### src/ftc_pkg.sv
package ftc_pkg;

  // Register offsets
  localparam logic [7:0] ADDR_PIN_TACH_INPUT_CFG = 8'h02;
  localparam logic [7:0] ADDR_CHSEL_FLOOR_CFG = 8'h03;
  localparam logic [7:0] ADDR_FAN1_AUTO_CFG = 8'h05;
  localparam logic [7:0] ADDR_FAN2_AUTO_CFG = 8'h06;
  localparam logic [7:0] ADDR_LOW_BITS_ONE = 8'h08;
  localparam logic [7:0] ADDR_LOW_BITS_TWO = 8'h09;
  localparam logic [7:0] ADDR_INPUT1_HIGH = 8'h0A;
  localparam logic [7:0] ADDR_INPUT2_HIGH = 8'h0B;
  localparam logic [7:0] ADDR_SUPPLY_HIGH = 8'h0C;
  localparam logic [7:0] ADDR_REMOTE1_HIGH = 8'h0D;
  localparam logic [7:0] ADDR_LOCAL_HIGH = 8'h0E;

  // Reset values
  localparam logic [7:0] RST_PIN_TACH_INPUT_CFG = 8'hC0;
  localparam logic [7:0] RST_CHSEL_FLOOR_CFG = 8'h00;
  localparam logic [7:0] RST_FAN_AUTO_CFG = 8'h0C;
  localparam logic [7:0] RST_READING = 8'h00;

  // Pin/tach/input register fields
  localparam int PIN_FUNC_LSB = 0;
  localparam int FAILSAFE_FULL_COOLING_BIT = 2;
  localparam int FAST_TACH_BIT = 3;
  localparam int CONT_A_BIT = 4;
  localparam int CONT_B_BIT = 5;
  localparam int INPUT_A_RSEL_BIT = 6;
  localparam int INPUT_B_RSEL_BIT = 7;
  // Bits that stay writable under lock
  localparam logic [7:0] UNLOCKED_MASK = 8'h30;
  localparam logic [1:0] PIN_FAN_ON = 2'h0;
  localparam logic [1:0] PIN_OVERTEMP = 2'h1;

  // Channel select / floor register fields
  localparam int ONE_CH_BIT = 3;
  localparam int FLOOR_A_BIT = 4;
  localparam int FLOOR_B_BIT = 5;
  localparam logic [7:0] CHSEL_FLOOR_MASK = 8'h3F;
  localparam logic [2:0] CH_REMOTE1 = 3'h3;
  localparam logic [2:0] CH_LOCAL = 3'h4;
  localparam logic [2:0] CH_REMOTE2 = 3'h5;
  localparam logic [2:0] RR_LAST = 3'h5;

  // Fan auto control fields
  localparam int AUTO_SRC_B_BIT = 1;
  localparam int MANUAL_BIT = 4;
  localparam int FLOOR_BIT = 5;
  localparam int SPINUP_BIT = 6;
  localparam int MAX_BIT = 7;
  localparam logic [7:0] FULL_DUTY = 8'hFF;

  // Reading channels: 0 input a, 1 input b, 2 supply, 3 remote 1, 4 local
  localparam int NUM_CH = 5;
  localparam int CH_LOCAL_IDX = 4;
  localparam int RES_W = 10;

  // Tach measurement period
  localparam int CLK_MHZ = 100;
  localparam int TACH_SLOW_MS = 1000;
  localparam int TACH_FAST_MS = 250;
  localparam int TACH_SLOW_CYC = TACH_SLOW_MS * 1000 * CLK_MHZ;
  localparam int TACH_FAST_CYC = TACH_FAST_MS * 1000 * CLK_MHZ;

  typedef struct packed {
    logic wr;
    logic rd;
    logic [7:0] addr;
    logic [7:0] wdata;
  } ftc_req_t;

  // Speed demanded by each temperature source, bit order of the control field
  typedef struct packed {
    logic [7:0] on_die;
    logic [7:0] diode_a;
    logic [7:0] input_b;
    logic [7:0] input_a;
  } ftc_src_t;

  typedef struct packed {
    logic [7:0] max;
    logic [7:0] spinup;
    logic [7:0] floor;
    logic [7:0] manual;
  } ftc_lim_t;

endpackage : ftc_pkg

### src/ftc_regs.sv
`timescale 1ns/1ps
// Function
// - Lock blocks pin/tach/input register except bits 4,5
// - Pin field picks fan-on, overtemp or cpu-hot role
// - Failsafe_full_cooling plus cpu-hot forces full fan duty
// - Bits 4,5 enable continuous tach on a/b
// - Bits 6,7 pick resistor sensor per input
// - One-channel mode converts only selected channel
// - Bit 3 switches round-robin to one channel
// - Floor clamp keeps each fan above minimum
// - Channel register bits 6,7 read zero always
// - Several sources selected: highest demand wins, input b only as resistor sensor
// - Source bits map to four temperature inputs
// - Highest override bit 7..4 wins over lower
// - Two fan control registers reset to 0x0C
// - Low bits one packs four two-bit pairs
// - Low bits two: local pair, rest zero
// - Voltage readings give upper eight bits
// - Temperature readings give upper eight bits
// - Low-bit read freezes it and its readings
// - Lock is sticky until power cycle
module ftc_regs #(
  parameter int TACH_SLOW_CYC = ftc_pkg::TACH_SLOW_CYC,
  parameter int TACH_FAST_CYC = ftc_pkg::TACH_FAST_CYC
) (
  // Clock and reset
  input wire logic clk_i,
  input wire logic rst_b_i,
  // Register port
  input wire ftc_pkg::ftc_req_t req_i,
  output logic [7:0] rd_data_o,
  output logic rd_valid_o,
  // Global lock from the main configuration register
  input wire logic lock_i,
  // Multi-function pin
  input wire logic multi_pin_i,
  output logic multi_pin_o,
  output logic multi_pin_oe_b_o,
  input wire logic fan_a_on_req_i,
  input wire logic overtemp_req_i,
  output logic cpu_hot_o,
  // Tach measurement control
  output logic tach_meas_tick_o,
  output logic continuous_speed_meas_a_o,
  output logic continuous_speed_meas_b_o,
  // Converter control and results
  output logic input_a_resistor_sensor_sel_o,
  output logic input_b_resistor_sensor_sel_o,
  output logic one_channel_conversion_o,
  output logic [2:0] conversion_channel_o,
  input wire logic conv_done_i,
  input wire logic [ftc_pkg::NUM_CH-1:0] res_valid_i,
  input wire logic [ftc_pkg::NUM_CH*ftc_pkg::RES_W-1:0] res_data_i,
  // Fan drive
  input wire ftc_pkg::ftc_src_t fan_a_src_i,
  input wire ftc_pkg::ftc_src_t fan_b_src_i,
  input wire ftc_pkg::ftc_lim_t fan_a_lim_i,
  input wire ftc_pkg::ftc_lim_t fan_b_lim_i,
  output logic [7:0] fan_a_drive_level_o,
  output logic [7:0] fan_b_drive_level_o
);

  ////////////////////////////////////////////////////////////////////////////
  // Register storage

  logic [7:0] pin_tach_input_config_ff;
  logic [7:0] channel_select_fan_floor_config_ff;
  logic [7:0] fan1_auto_control_config_ff;
  logic [7:0] fan2_auto_control_config_ff;
  logic lock_ff;
  logic [ftc_pkg::RES_W-1:0] res_ff [ftc_pkg::NUM_CH];
  logic [ftc_pkg::NUM_CH-1:0] frz_ff;
  logic grp1_frz;
  logic grp2_frz;
  logic rd_low1;
  logic rd_low2;
  logic [7:0] nxt_rd_data;
  logic [7:0] low_bits_one;
  logic [7:0] low_bits_two;
  logic wr_pin_cfg;

  assign rd_low1 = req_i.rd && req_i.addr == ftc_pkg::ADDR_LOW_BITS_ONE;
  assign rd_low2 = req_i.rd && req_i.addr == ftc_pkg::ADDR_LOW_BITS_TWO;
  assign wr_pin_cfg = req_i.wr && req_i.addr == ftc_pkg::ADDR_PIN_TACH_INPUT_CFG;

  // Power-on reset is the only way out of lock
  always_ff @(posedge clk_i) begin
    if (!rst_b_i) begin
      lock_ff <= 1'b0;
    end else if (lock_i) begin
      lock_ff <= 1'b1;
    end
  end

  always_ff @(posedge clk_i) begin
    if (!rst_b_i) begin
      pin_tach_input_config_ff <= ftc_pkg::RST_PIN_TACH_INPUT_CFG;
    end else if (wr_pin_cfg) begin
      if (lock_ff) begin
        pin_tach_input_config_ff <= (pin_tach_input_config_ff & ~ftc_pkg::UNLOCKED_MASK)
                                    | (req_i.wdata & ftc_pkg::UNLOCKED_MASK);
      end else begin
        pin_tach_input_config_ff <= req_i.wdata;
      end
    end
  end

  always_ff @(posedge clk_i) begin
    if (!rst_b_i) begin
      channel_select_fan_floor_config_ff <= ftc_pkg::RST_CHSEL_FLOOR_CFG;
    end else if (req_i.wr && req_i.addr == ftc_pkg::ADDR_CHSEL_FLOOR_CFG) begin
      channel_select_fan_floor_config_ff <= req_i.wdata & ftc_pkg::CHSEL_FLOOR_MASK;
    end
  end

  always_ff @(posedge clk_i) begin
    if (!rst_b_i) begin
      fan1_auto_control_config_ff <= ftc_pkg::RST_FAN_AUTO_CFG;
      fan2_auto_control_config_ff <= ftc_pkg::RST_FAN_AUTO_CFG;
    end else if (req_i.wr) begin
      if (req_i.addr == ftc_pkg::ADDR_FAN1_AUTO_CFG) begin
        fan1_auto_control_config_ff <= req_i.wdata;
      end else if (req_i.addr == ftc_pkg::ADDR_FAN2_AUTO_CFG) begin
        fan2_auto_control_config_ff <= req_i.wdata;
      end
    end
  end

  ////////////////////////////////////////////////////////////////////////////
  // Readings and freeze

  // A group stays frozen until every reading it covers has been read
  assign grp1_frz = |frz_ff[ftc_pkg::CH_LOCAL_IDX-1:0];
  assign grp2_frz = frz_ff[ftc_pkg::CH_LOCAL_IDX];

  generate
    for (genvar c = 0; c < ftc_pkg::NUM_CH; c++) begin : g_ch
      localparam logic [7:0] CH_ADDR = ftc_pkg::ADDR_INPUT1_HIGH + 8'(c);
      logic grp_frz;
      logic grp_rd;
      logic rd_high;
      if (c == ftc_pkg::CH_LOCAL_IDX) begin : g_two
        assign grp_frz = grp2_frz;
        assign grp_rd = rd_low2;
      end else begin : g_one
        assign grp_frz = grp1_frz;
        assign grp_rd = rd_low1;
      end
      assign rd_high = req_i.rd && req_i.addr == CH_ADDR;

      // Set by the low-bit read wins over the clear by a high read
      always_ff @(posedge clk_i) begin
        if (!rst_b_i) begin
          frz_ff[c] <= 1'b0;
        end else if (grp_rd) begin
          frz_ff[c] <= 1'b1;
        end else if (rd_high) begin
          frz_ff[c] <= 1'b0;
        end
      end

      // Result arriving in the freezing read cycle is also held back
      always_ff @(posedge clk_i) begin
        if (!rst_b_i) begin
          res_ff[c] <= '0;
        end else if (res_valid_i[c] && !grp_frz && !grp_rd) begin
          res_ff[c] <= res_data_i[c*ftc_pkg::RES_W +: ftc_pkg::RES_W];
        end
      end
    end
  endgenerate

  assign low_bits_one = {res_ff[0][1:0], res_ff[1][1:0], res_ff[2][1:0], res_ff[3][1:0]};
  assign low_bits_two = {6'h00, res_ff[ftc_pkg::CH_LOCAL_IDX][1:0]};

  ////////////////////////////////////////////////////////////////////////////
  // Read port

  always_comb begin
    if (req_i.addr == ftc_pkg::ADDR_PIN_TACH_INPUT_CFG) begin
      nxt_rd_data = pin_tach_input_config_ff;
    end else if (req_i.addr == ftc_pkg::ADDR_CHSEL_FLOOR_CFG) begin
      nxt_rd_data = channel_select_fan_floor_config_ff;
    end else if (req_i.addr == ftc_pkg::ADDR_FAN1_AUTO_CFG) begin
      nxt_rd_data = fan1_auto_control_config_ff;
    end else if (req_i.addr == ftc_pkg::ADDR_FAN2_AUTO_CFG) begin
      nxt_rd_data = fan2_auto_control_config_ff;
    end else if (req_i.addr == ftc_pkg::ADDR_LOW_BITS_ONE) begin
      nxt_rd_data = low_bits_one;
    end else if (req_i.addr == ftc_pkg::ADDR_LOW_BITS_TWO) begin
      nxt_rd_data = low_bits_two;
    end else if (req_i.addr >= ftc_pkg::ADDR_INPUT1_HIGH && req_i.addr <= ftc_pkg::ADDR_LOCAL_HIGH) begin
      nxt_rd_data = res_ff[3'(req_i.addr - ftc_pkg::ADDR_INPUT1_HIGH)][9:2];
    end else begin
      nxt_rd_data = 8'h00;
    end
  end

  always_ff @(posedge clk_i) begin
    if (!rst_b_i) begin
      rd_data_o <= 8'h00;
      rd_valid_o <= 1'b0;
    end else begin
      rd_valid_o <= req_i.rd;
      if (req_i.rd) begin
        rd_data_o <= nxt_rd_data;
      end
    end
  end

  ////////////////////////////////////////////////////////////////////////////
  // Multi-function pin

  logic [1:0] pin_func;
  assign pin_func = pin_tach_input_config_ff[ftc_pkg::PIN_FUNC_LSB +: 2];

  // Overtemp and cpu-hot are active low on the wire
  always_ff @(posedge clk_i) begin
    if (!rst_b_i) begin
      multi_pin_o <= 1'b1;
      multi_pin_oe_b_o <= 1'b1;
      cpu_hot_o <= 1'b0;
    end else begin
      cpu_hot_o <= pin_func[1] && !multi_pin_i;
      if (pin_func == ftc_pkg::PIN_FAN_ON) begin
        multi_pin_o <= fan_a_on_req_i;
        multi_pin_oe_b_o <= 1'b0;
      end else if (pin_func == ftc_pkg::PIN_OVERTEMP) begin
        multi_pin_o <= !overtemp_req_i;
        multi_pin_oe_b_o <= 1'b0;
      end else begin
        multi_pin_o <= 1'b1;
        multi_pin_oe_b_o <= 1'b1;
      end
    end
  end

  ////////////////////////////////////////////////////////////////////////////
  // Tach timing and converter control

  logic fast_tach;
  logic [31:0] tach_cnt_ff;
  assign fast_tach = pin_tach_input_config_ff[ftc_pkg::FAST_TACH_BIT];
  assign continuous_speed_meas_a_o = pin_tach_input_config_ff[ftc_pkg::CONT_A_BIT];
  assign continuous_speed_meas_b_o = pin_tach_input_config_ff[ftc_pkg::CONT_B_BIT];
  assign input_a_resistor_sensor_sel_o = pin_tach_input_config_ff[ftc_pkg::INPUT_A_RSEL_BIT];
  assign input_b_resistor_sensor_sel_o = pin_tach_input_config_ff[ftc_pkg::INPUT_B_RSEL_BIT];

  // Period change takes effect at the next tick, not mid-count
  always_ff @(posedge clk_i) begin
    if (!rst_b_i) begin
      tach_cnt_ff <= 32'(TACH_SLOW_CYC - 1);
      tach_meas_tick_o <= 1'b0;
    end else begin
      tach_meas_tick_o <= tach_cnt_ff == 32'h0;
      if (tach_cnt_ff == 32'h0) begin
        tach_cnt_ff <= fast_tach ? 32'(TACH_FAST_CYC - 1) : 32'(TACH_SLOW_CYC - 1);
      end else begin
        tach_cnt_ff <= tach_cnt_ff - 32'h1;
      end
    end
  end

  logic [2:0] rr_ch_ff;
  assign one_channel_conversion_o = channel_select_fan_floor_config_ff[ftc_pkg::ONE_CH_BIT];

  always_ff @(posedge clk_i) begin
    if (!rst_b_i) begin
      rr_ch_ff <= 3'h0;
    end else if (conv_done_i && !one_channel_conversion_o) begin
      rr_ch_ff <= (rr_ch_ff == ftc_pkg::RR_LAST) ? 3'h0 : rr_ch_ff + 3'h1;
    end
  end

  assign conversion_channel_o = one_channel_conversion_o ? channel_select_fan_floor_config_ff[2:0] : rr_ch_ff;

  ////////////////////////////////////////////////////////////////////////////
  // Fan drive

  logic full_cooling;
  logic [7:0] nxt_fan_a;
  logic [7:0] nxt_fan_b;
  assign full_cooling = pin_tach_input_config_ff[ftc_pkg::FAILSAFE_FULL_COOLING_BIT] && cpu_hot_o;

  ftc_fan_ctl u_fan_a (
    .auto_cfg_i(fan1_auto_control_config_ff),
    .floor_clamp_i(channel_select_fan_floor_config_ff[ftc_pkg::FLOOR_A_BIT]),
    .input_b_rsel_i(input_b_resistor_sensor_sel_o),
    .full_cooling_i(full_cooling),
    .src_i(fan_a_src_i),
    .lim_i(fan_a_lim_i),
    .drive_o(nxt_fan_a)
  );

  ftc_fan_ctl u_fan_b (
    .auto_cfg_i(fan2_auto_control_config_ff),
    .floor_clamp_i(channel_select_fan_floor_config_ff[ftc_pkg::FLOOR_B_BIT]),
    .input_b_rsel_i(input_b_resistor_sensor_sel_o),
    .full_cooling_i(full_cooling),
    .src_i(fan_b_src_i),
    .lim_i(fan_b_lim_i),
    .drive_o(nxt_fan_b)
  );

  always_ff @(posedge clk_i) begin
    if (!rst_b_i) begin
      fan_a_drive_level_o <= 8'h00;
      fan_b_drive_level_o <= 8'h00;
    end else begin
      fan_a_drive_level_o <= nxt_fan_a;
      fan_b_drive_level_o <= nxt_fan_b;
    end
  end
endmodule : ftc_regs

### src/ftc_fan_ctl.sv
`timescale 1ns/1ps
module ftc_fan_ctl (
  // Configuration
  input wire logic [7:0] auto_cfg_i,
  input wire logic floor_clamp_i,
  input wire logic input_b_rsel_i,
  input wire logic full_cooling_i,
  // Demands
  input wire ftc_pkg::ftc_src_t src_i,
  input wire ftc_pkg::ftc_lim_t lim_i,
  // Result
  output logic [7:0] drive_o
);

  logic [7:0] dem [4];
  logic [7:0] auto_lvl;
  logic [7:0] base_lvl;

  assign dem[0] = src_i.input_a;
  assign dem[1] = src_i.input_b;
  assign dem[2] = src_i.diode_a;
  assign dem[3] = src_i.on_die;

  always_comb begin
    auto_lvl = 8'h00;
    for (int i = 0; i < 4; i++) begin
      // Second input only counts when wired as a resistor sensor
      if (auto_cfg_i[i] && (i != ftc_pkg::AUTO_SRC_B_BIT || input_b_rsel_i) && dem[i] > auto_lvl) begin
        auto_lvl = dem[i];
      end
    end
  end

  always_comb begin
    if (auto_cfg_i[ftc_pkg::MAX_BIT]) begin
      base_lvl = lim_i.max;
    end else if (auto_cfg_i[ftc_pkg::SPINUP_BIT]) begin
      base_lvl = lim_i.spinup;
    end else if (auto_cfg_i[ftc_pkg::FLOOR_BIT]) begin
      base_lvl = lim_i.floor;
    end else if (auto_cfg_i[ftc_pkg::MANUAL_BIT]) begin
      base_lvl = lim_i.manual;
    end else begin
      base_lvl = auto_lvl;
    end
  end

  always_comb begin
    if (full_cooling_i) begin
      drive_o = ftc_pkg::FULL_DUTY;
    end else if (floor_clamp_i && base_lvl < lim_i.floor) begin
      drive_o = lim_i.floor;
    end else begin
      drive_o = base_lvl;
    end
  end

endmodule : ftc_fan_ctl

### config.mk
export PLATFORM = sky130hd
export DESIGN_NAME = ftc_regs
export DESIGN_NICKNAME = d
export VERILOG_FILES = /design/src/ftc_pkg.sv /design/src/ftc_regs.sv /design/src/ftc_fan_ctl.sv
export SDC_FILE = /design/constraint.sdc
export NUM_CORES = 1
export LEC_CHECK = 0
export ABC_AREA = 1
export BUFFER_PORTS_ARGS = -buffer_cell sky130_fd_sc_hd__buf_2
export CORE_MARGIN = 5
export CORE_UTILIZATION = 25
export DETAILED_ROUTE_END_ITERATION = 6
export HOLD_SLACK_MARGIN = 0.02
export PLACE_DENSITY = 0.51
export SYNTH_ARGS = -nofsm -noshare
export SYNTH_HDL_FRONTEND = slang
export SYNTH_SLANG_ARGS = --single-unit
### constraint.sdc
create_clock -name clk_i -period 9.9 [get_ports clk_i]
set_input_delay 2.475 -clock clk_i [delete_from_list [all_inputs] [get_ports clk_i]]
set_output_delay 2.475 -clock clk_i [all_outputs]
set_load 0.1 [all_outputs]
==> impl_metrics.csv <==
group,metric,value,unit
cts,clock_tree.root_cell,"clkbuf_16",
global_route,maximum_number_of_pins_on_one_net_before_global_route_repair,45,
logic_synthesis,synthTopCellsByArea,"dfxtp_1, edfxtp_1, nand2_1, inv_1, nor2_1",
die,floorplan.rows,71,
sta,timing.final.crit_period,8.68,ns
power_and_ir_drop,vdd_ir_drop_max,0.115,mV
power_and_ir_drop,cellInternalPower,1.14,mW
die,die_width,205,um
setup_path,cp-end-kind,"register",
placed_design,io_buffers,244,
routing,drt-initial-drc-count,543,
cts,clock-sinks,150,
logic_synthesis,synthesis.instances,1366,
cts,clock_insertion_delay_worst_skew,0.44,ns
routing,wl,35100,um
routing,drt_first_pass_iters,5,
power_and_ir_drop,sw_frac_of_total,33.5,%
logic_synthesis,asyncSetResetFlopFracSynth,0,%
cts,cts_setup_buffers,0,
die,pin_count,245,
die,die_area,42100,um^2
setup_path,slowest_delay,0.38,ns
sta,final.setup.tns,0,ns
power_and_ir_drop,total_leakage_power,5.59,nW
sta,slew-limit-headroom,37.0,%
cts,cts_tree,"done",
routing,routed_via_density,4.64,
setup_path,reg2reg_setup_slack,2.76,ns
layout,areaGrowthSynthToFinish,24.5,%
setup_path,cp_data_arrival_time,8.99,ns
layout,final_core_utilization,31.5,%
layout,filler_cell_count,4161,
logic_synthesis,yosysWarningCount,0,
sta,slew_violations,0,
power_and_ir_drop,power-per-cell-area,144,nW/um^2
worst_hold_path,min_path_type,"register to register",
power_and_ir_drop,finalPower,1.71,mW
die,chip_height,205,um
logic_synthesis,netlist-cell-type-count,46,
routing,detailroute.via_count,9873,
placed_design,detailedPlacementHpwl,28500,um
global_route,vias_in_the_first_global_route,9804,
cts,clk_pin_slew,0.07,ns
power_and_ir_drop,power_switching,0.572,mW
routing,drt_drc_violations_left,0,
setup_path,crit_slowest_cell,"o21ai_0",
sta,report.final.setup_viol,0,
sta,grt_setup_unrepaired,"false",
global_route,grt.overflow.total,0,
setup_path,worst-endpoint-required,10.21,ns
logic_synthesis,yosysTopAreaCellShare,21.0,%
cts,postCtsHoldBufs,0,
sta,period_share,87.7,%
layout,multi_input_comb_area,5100,um^2
status,outcome,"finished, final reports clean",
sta,achievable-frequency,115,MHz
logic_synthesis,yosys_register_bits,150,
setup_path,critical_path.most_common_cell,"nand2_1",
global_route,grt_use_total,16.5,%
sta,clock_skews,0.0105,ns
logic_synthesis,synth_edf_count,50,
cts,cts-htree-levels,4,
setup_path,worst_path_max_fanout,16,
die,floorplan.initialDensity,25.3,%
cts,cts.repair.resized,0,
setup_path,critPathKind,"primary input to register",
power_and_ir_drop,pwr-share-comb,22.8,%
cts,clk_path_buf_depth,2,
global_route,antenna_violations_before_repair,5,
placed_design,place.gp.congestion,0.901,
sta,tightestPinTransition,0.938,ns
logic_synthesis,ys_dominant_reg_cell,"dfxtp_1",
sta,hold_viol_final,0,
layout,final_layout_size_suffix_gt1_share,19.1,%
logic_synthesis,mappedNetlistNets,1634,
power_and_ir_drop,pwr-share-seq,39.4,%
power_and_ir_drop,clockPowerShare,37.8,%
global_route,first_pass_grt_wire_length,53900,um
setup_path,worst_setup_path_start_kind,"primary input",
logic_synthesis,synth_top_cell_by_area,"dfxtp_1",
routing,post_drt_wl_per_cell,16.5,um
logic_synthesis,post_synth_instance_area,9530,um^2
sta,final.hold.worst_slack,0.393,ns
routing,detail-route-antenna-nets,0,
logic_synthesis,yosysSeqAreaShare,36.8,%
cts,cts_buffers,17,
job,maxcap_viol_count,0,
layout,seq_cell_area,3500,um^2
logic_synthesis,post_synth.cell_area_avg,6.98,um^2
die,fp.coreArea,37700,um^2
layout,finish.net_count,1870,
synth_stat cells (all sizes together) (7+ instances only):
| library cell | count |
|---|---|
| dfxtp | 100 |
| clkbuf | 28 |
| nor3 | 12 |
| ha | 60 |
| o21ai | 118 |
| nand4 | 21 |
| o221ai | 9 |
| a21oi | 106 |
| nor2 | 204 |
| nor4 | 7 |
| edfxtp | 50 |
| xor2 | 7 |
| nand3 | 76 |
| o211ai | 23 |
| inv | 203 |
| o22ai | 15 |
| nand2 | 267 |
| a211oi | 7 |
layout make-up:
class / instances / share of cell area [%]
multi-input combinational: 974 / 43.0
sequential: 150 / 29.5
timing repair buffer: 250 / 10.7
inverter: 209 / 6.61
tap: 511 / 5.39
clock buffer: 17 / 3.59
clock inverter: 14 / 1.19
antenna: 1 / 0.0211
through the flow:
stage	std cells	cell area (um^2)	setup slack [ns]
after floorplan	1366	9530	0.914
after global routing	2126	11900	0.555
after CTS	2125	11900	1.21
after global placement	2094	11300	0.769
final	2126	11900	1.22
after detailed placement	2094	11300	0.767
registers in the layout, summed over array words and instances, names as in the netlist:
register	flops
multi_pin_oe_b_o	1
tach_cnt_ff	32
fan_a_drive_level_o	8
rr_ch_ff	3
rd_valid_o	1
rd_data_o	8
lock_ff	1
g_ch.grp_frz	1
tach_meas_tick_o	1
pin_tach_input_config_ff	8
frz_ff	4
cpu_hot_o	1
res_ff	50
fan2_auto_control_config_ff	8
channel_select_fan_floor_config_ff	6
multi_pin_o	1
fan1_auto_control_config_ff	8
fan_b_drive_level_o	8
power by group through the flow:
stage / registers (mW) / logic, mW / clock network, mW
floorplan: 0.767 / 0.188 / 0
global placement: 0.688 / 0.390 / 0
detailed placement: 0.688 / 0.392 / 0
CTS: 0.675 / 0.394 / 0.668
global route: 0.677 / 0.438 / 0.693
finish: 0.674 / 0.390 / 0.646
worst max-delay path, delay by kind of cell:
kind                     cells  cell delay, ns
AO/OA/AOI/OAI               13            2.27
buffers and inverters        5            0.55
adder cells (fa/ha/maj)      4            1.18
AND/OR/NAND/NOR             21            2.49
metal layers:
layer	track usage, %	up-vias	wire (um)
li1	-	5030	-
met1	21.2	4417	15500
met2	26.7	361	15600
met3	4.90	57	2960
met4	5.43	8	995
met5	0	-	55
cell usage in the layout (no fill, tap or decap), types with 3 or more instances in the layout:
master | synthesis | routed
buf_2 | 1 | 244
inv_1 | 203 | 203
o21ai_1 | 8 | 8
nand3_1 | 74 | 74
o221ai_1 | 9 | 9
o31ai_1 | 4 | 4
nor2_1 | 201 | 201
xor2_1 | 7 | 7
o22ai_1 | 15 | 15
a31oi_1 | 6 | 6
xnor2_1 | 4 | 4
nand3b_1 | 5 | 5
clkinv_1 | 6 | 7
nand4_1 | 21 | 21
nor4_1 | 7 | 7
nand2_1 | 256 | 256
clkbuf_16 | 0 | 17
buf_4 | 1 | 6
inv_8 | 0 | 3
nor3_1 | 11 | 11
a21oi_1 | 104 | 104
nor2_2 | 3 | 3
nand2_2 | 9 | 9
a21o_1 | 3 | 3
edfxtp_1 | 50 | 50
ha_1 | 60 | 60
dfxtp_1 | 100 | 100
o211ai_1 | 23 | 23
clkinv_4 | 0 | 3
or2_2 | 6 | 6
o21ai_0 | 110 | 110
a211oi_1 | 7 | 7
inv_6 | 0 | 4
logic make-up after synthesis:
logic type | Yosys count | synth area share (%)
DFF | 150 | 36.8
adders and majority gates | 60 | 7.88
AOI/OAI and AO/OA | 304 | 18.1
buffers and inverters | 242 | 9.74
xor gates and xnor gates | 11 | 1.01
and+or+nand+nor | 599 | 26.5
worst paths after layout:
path	startpoint	endpoint	depth (start not counted)
worst max-delay path	fan_a_src_i[4]	fan_a_drive_level_o[1]	43
worst min-delay path	tach_cnt_ff[0]	tach_cnt_ff[0]	1
worst max register to register	fan1_auto_control_config_ff[0]	fan_a_drive_level_o[1]	43
worst min register to register	tach_cnt_ff[0]	tach_cnt_ff[0]	1
Power figures use the tool's default switching activity.
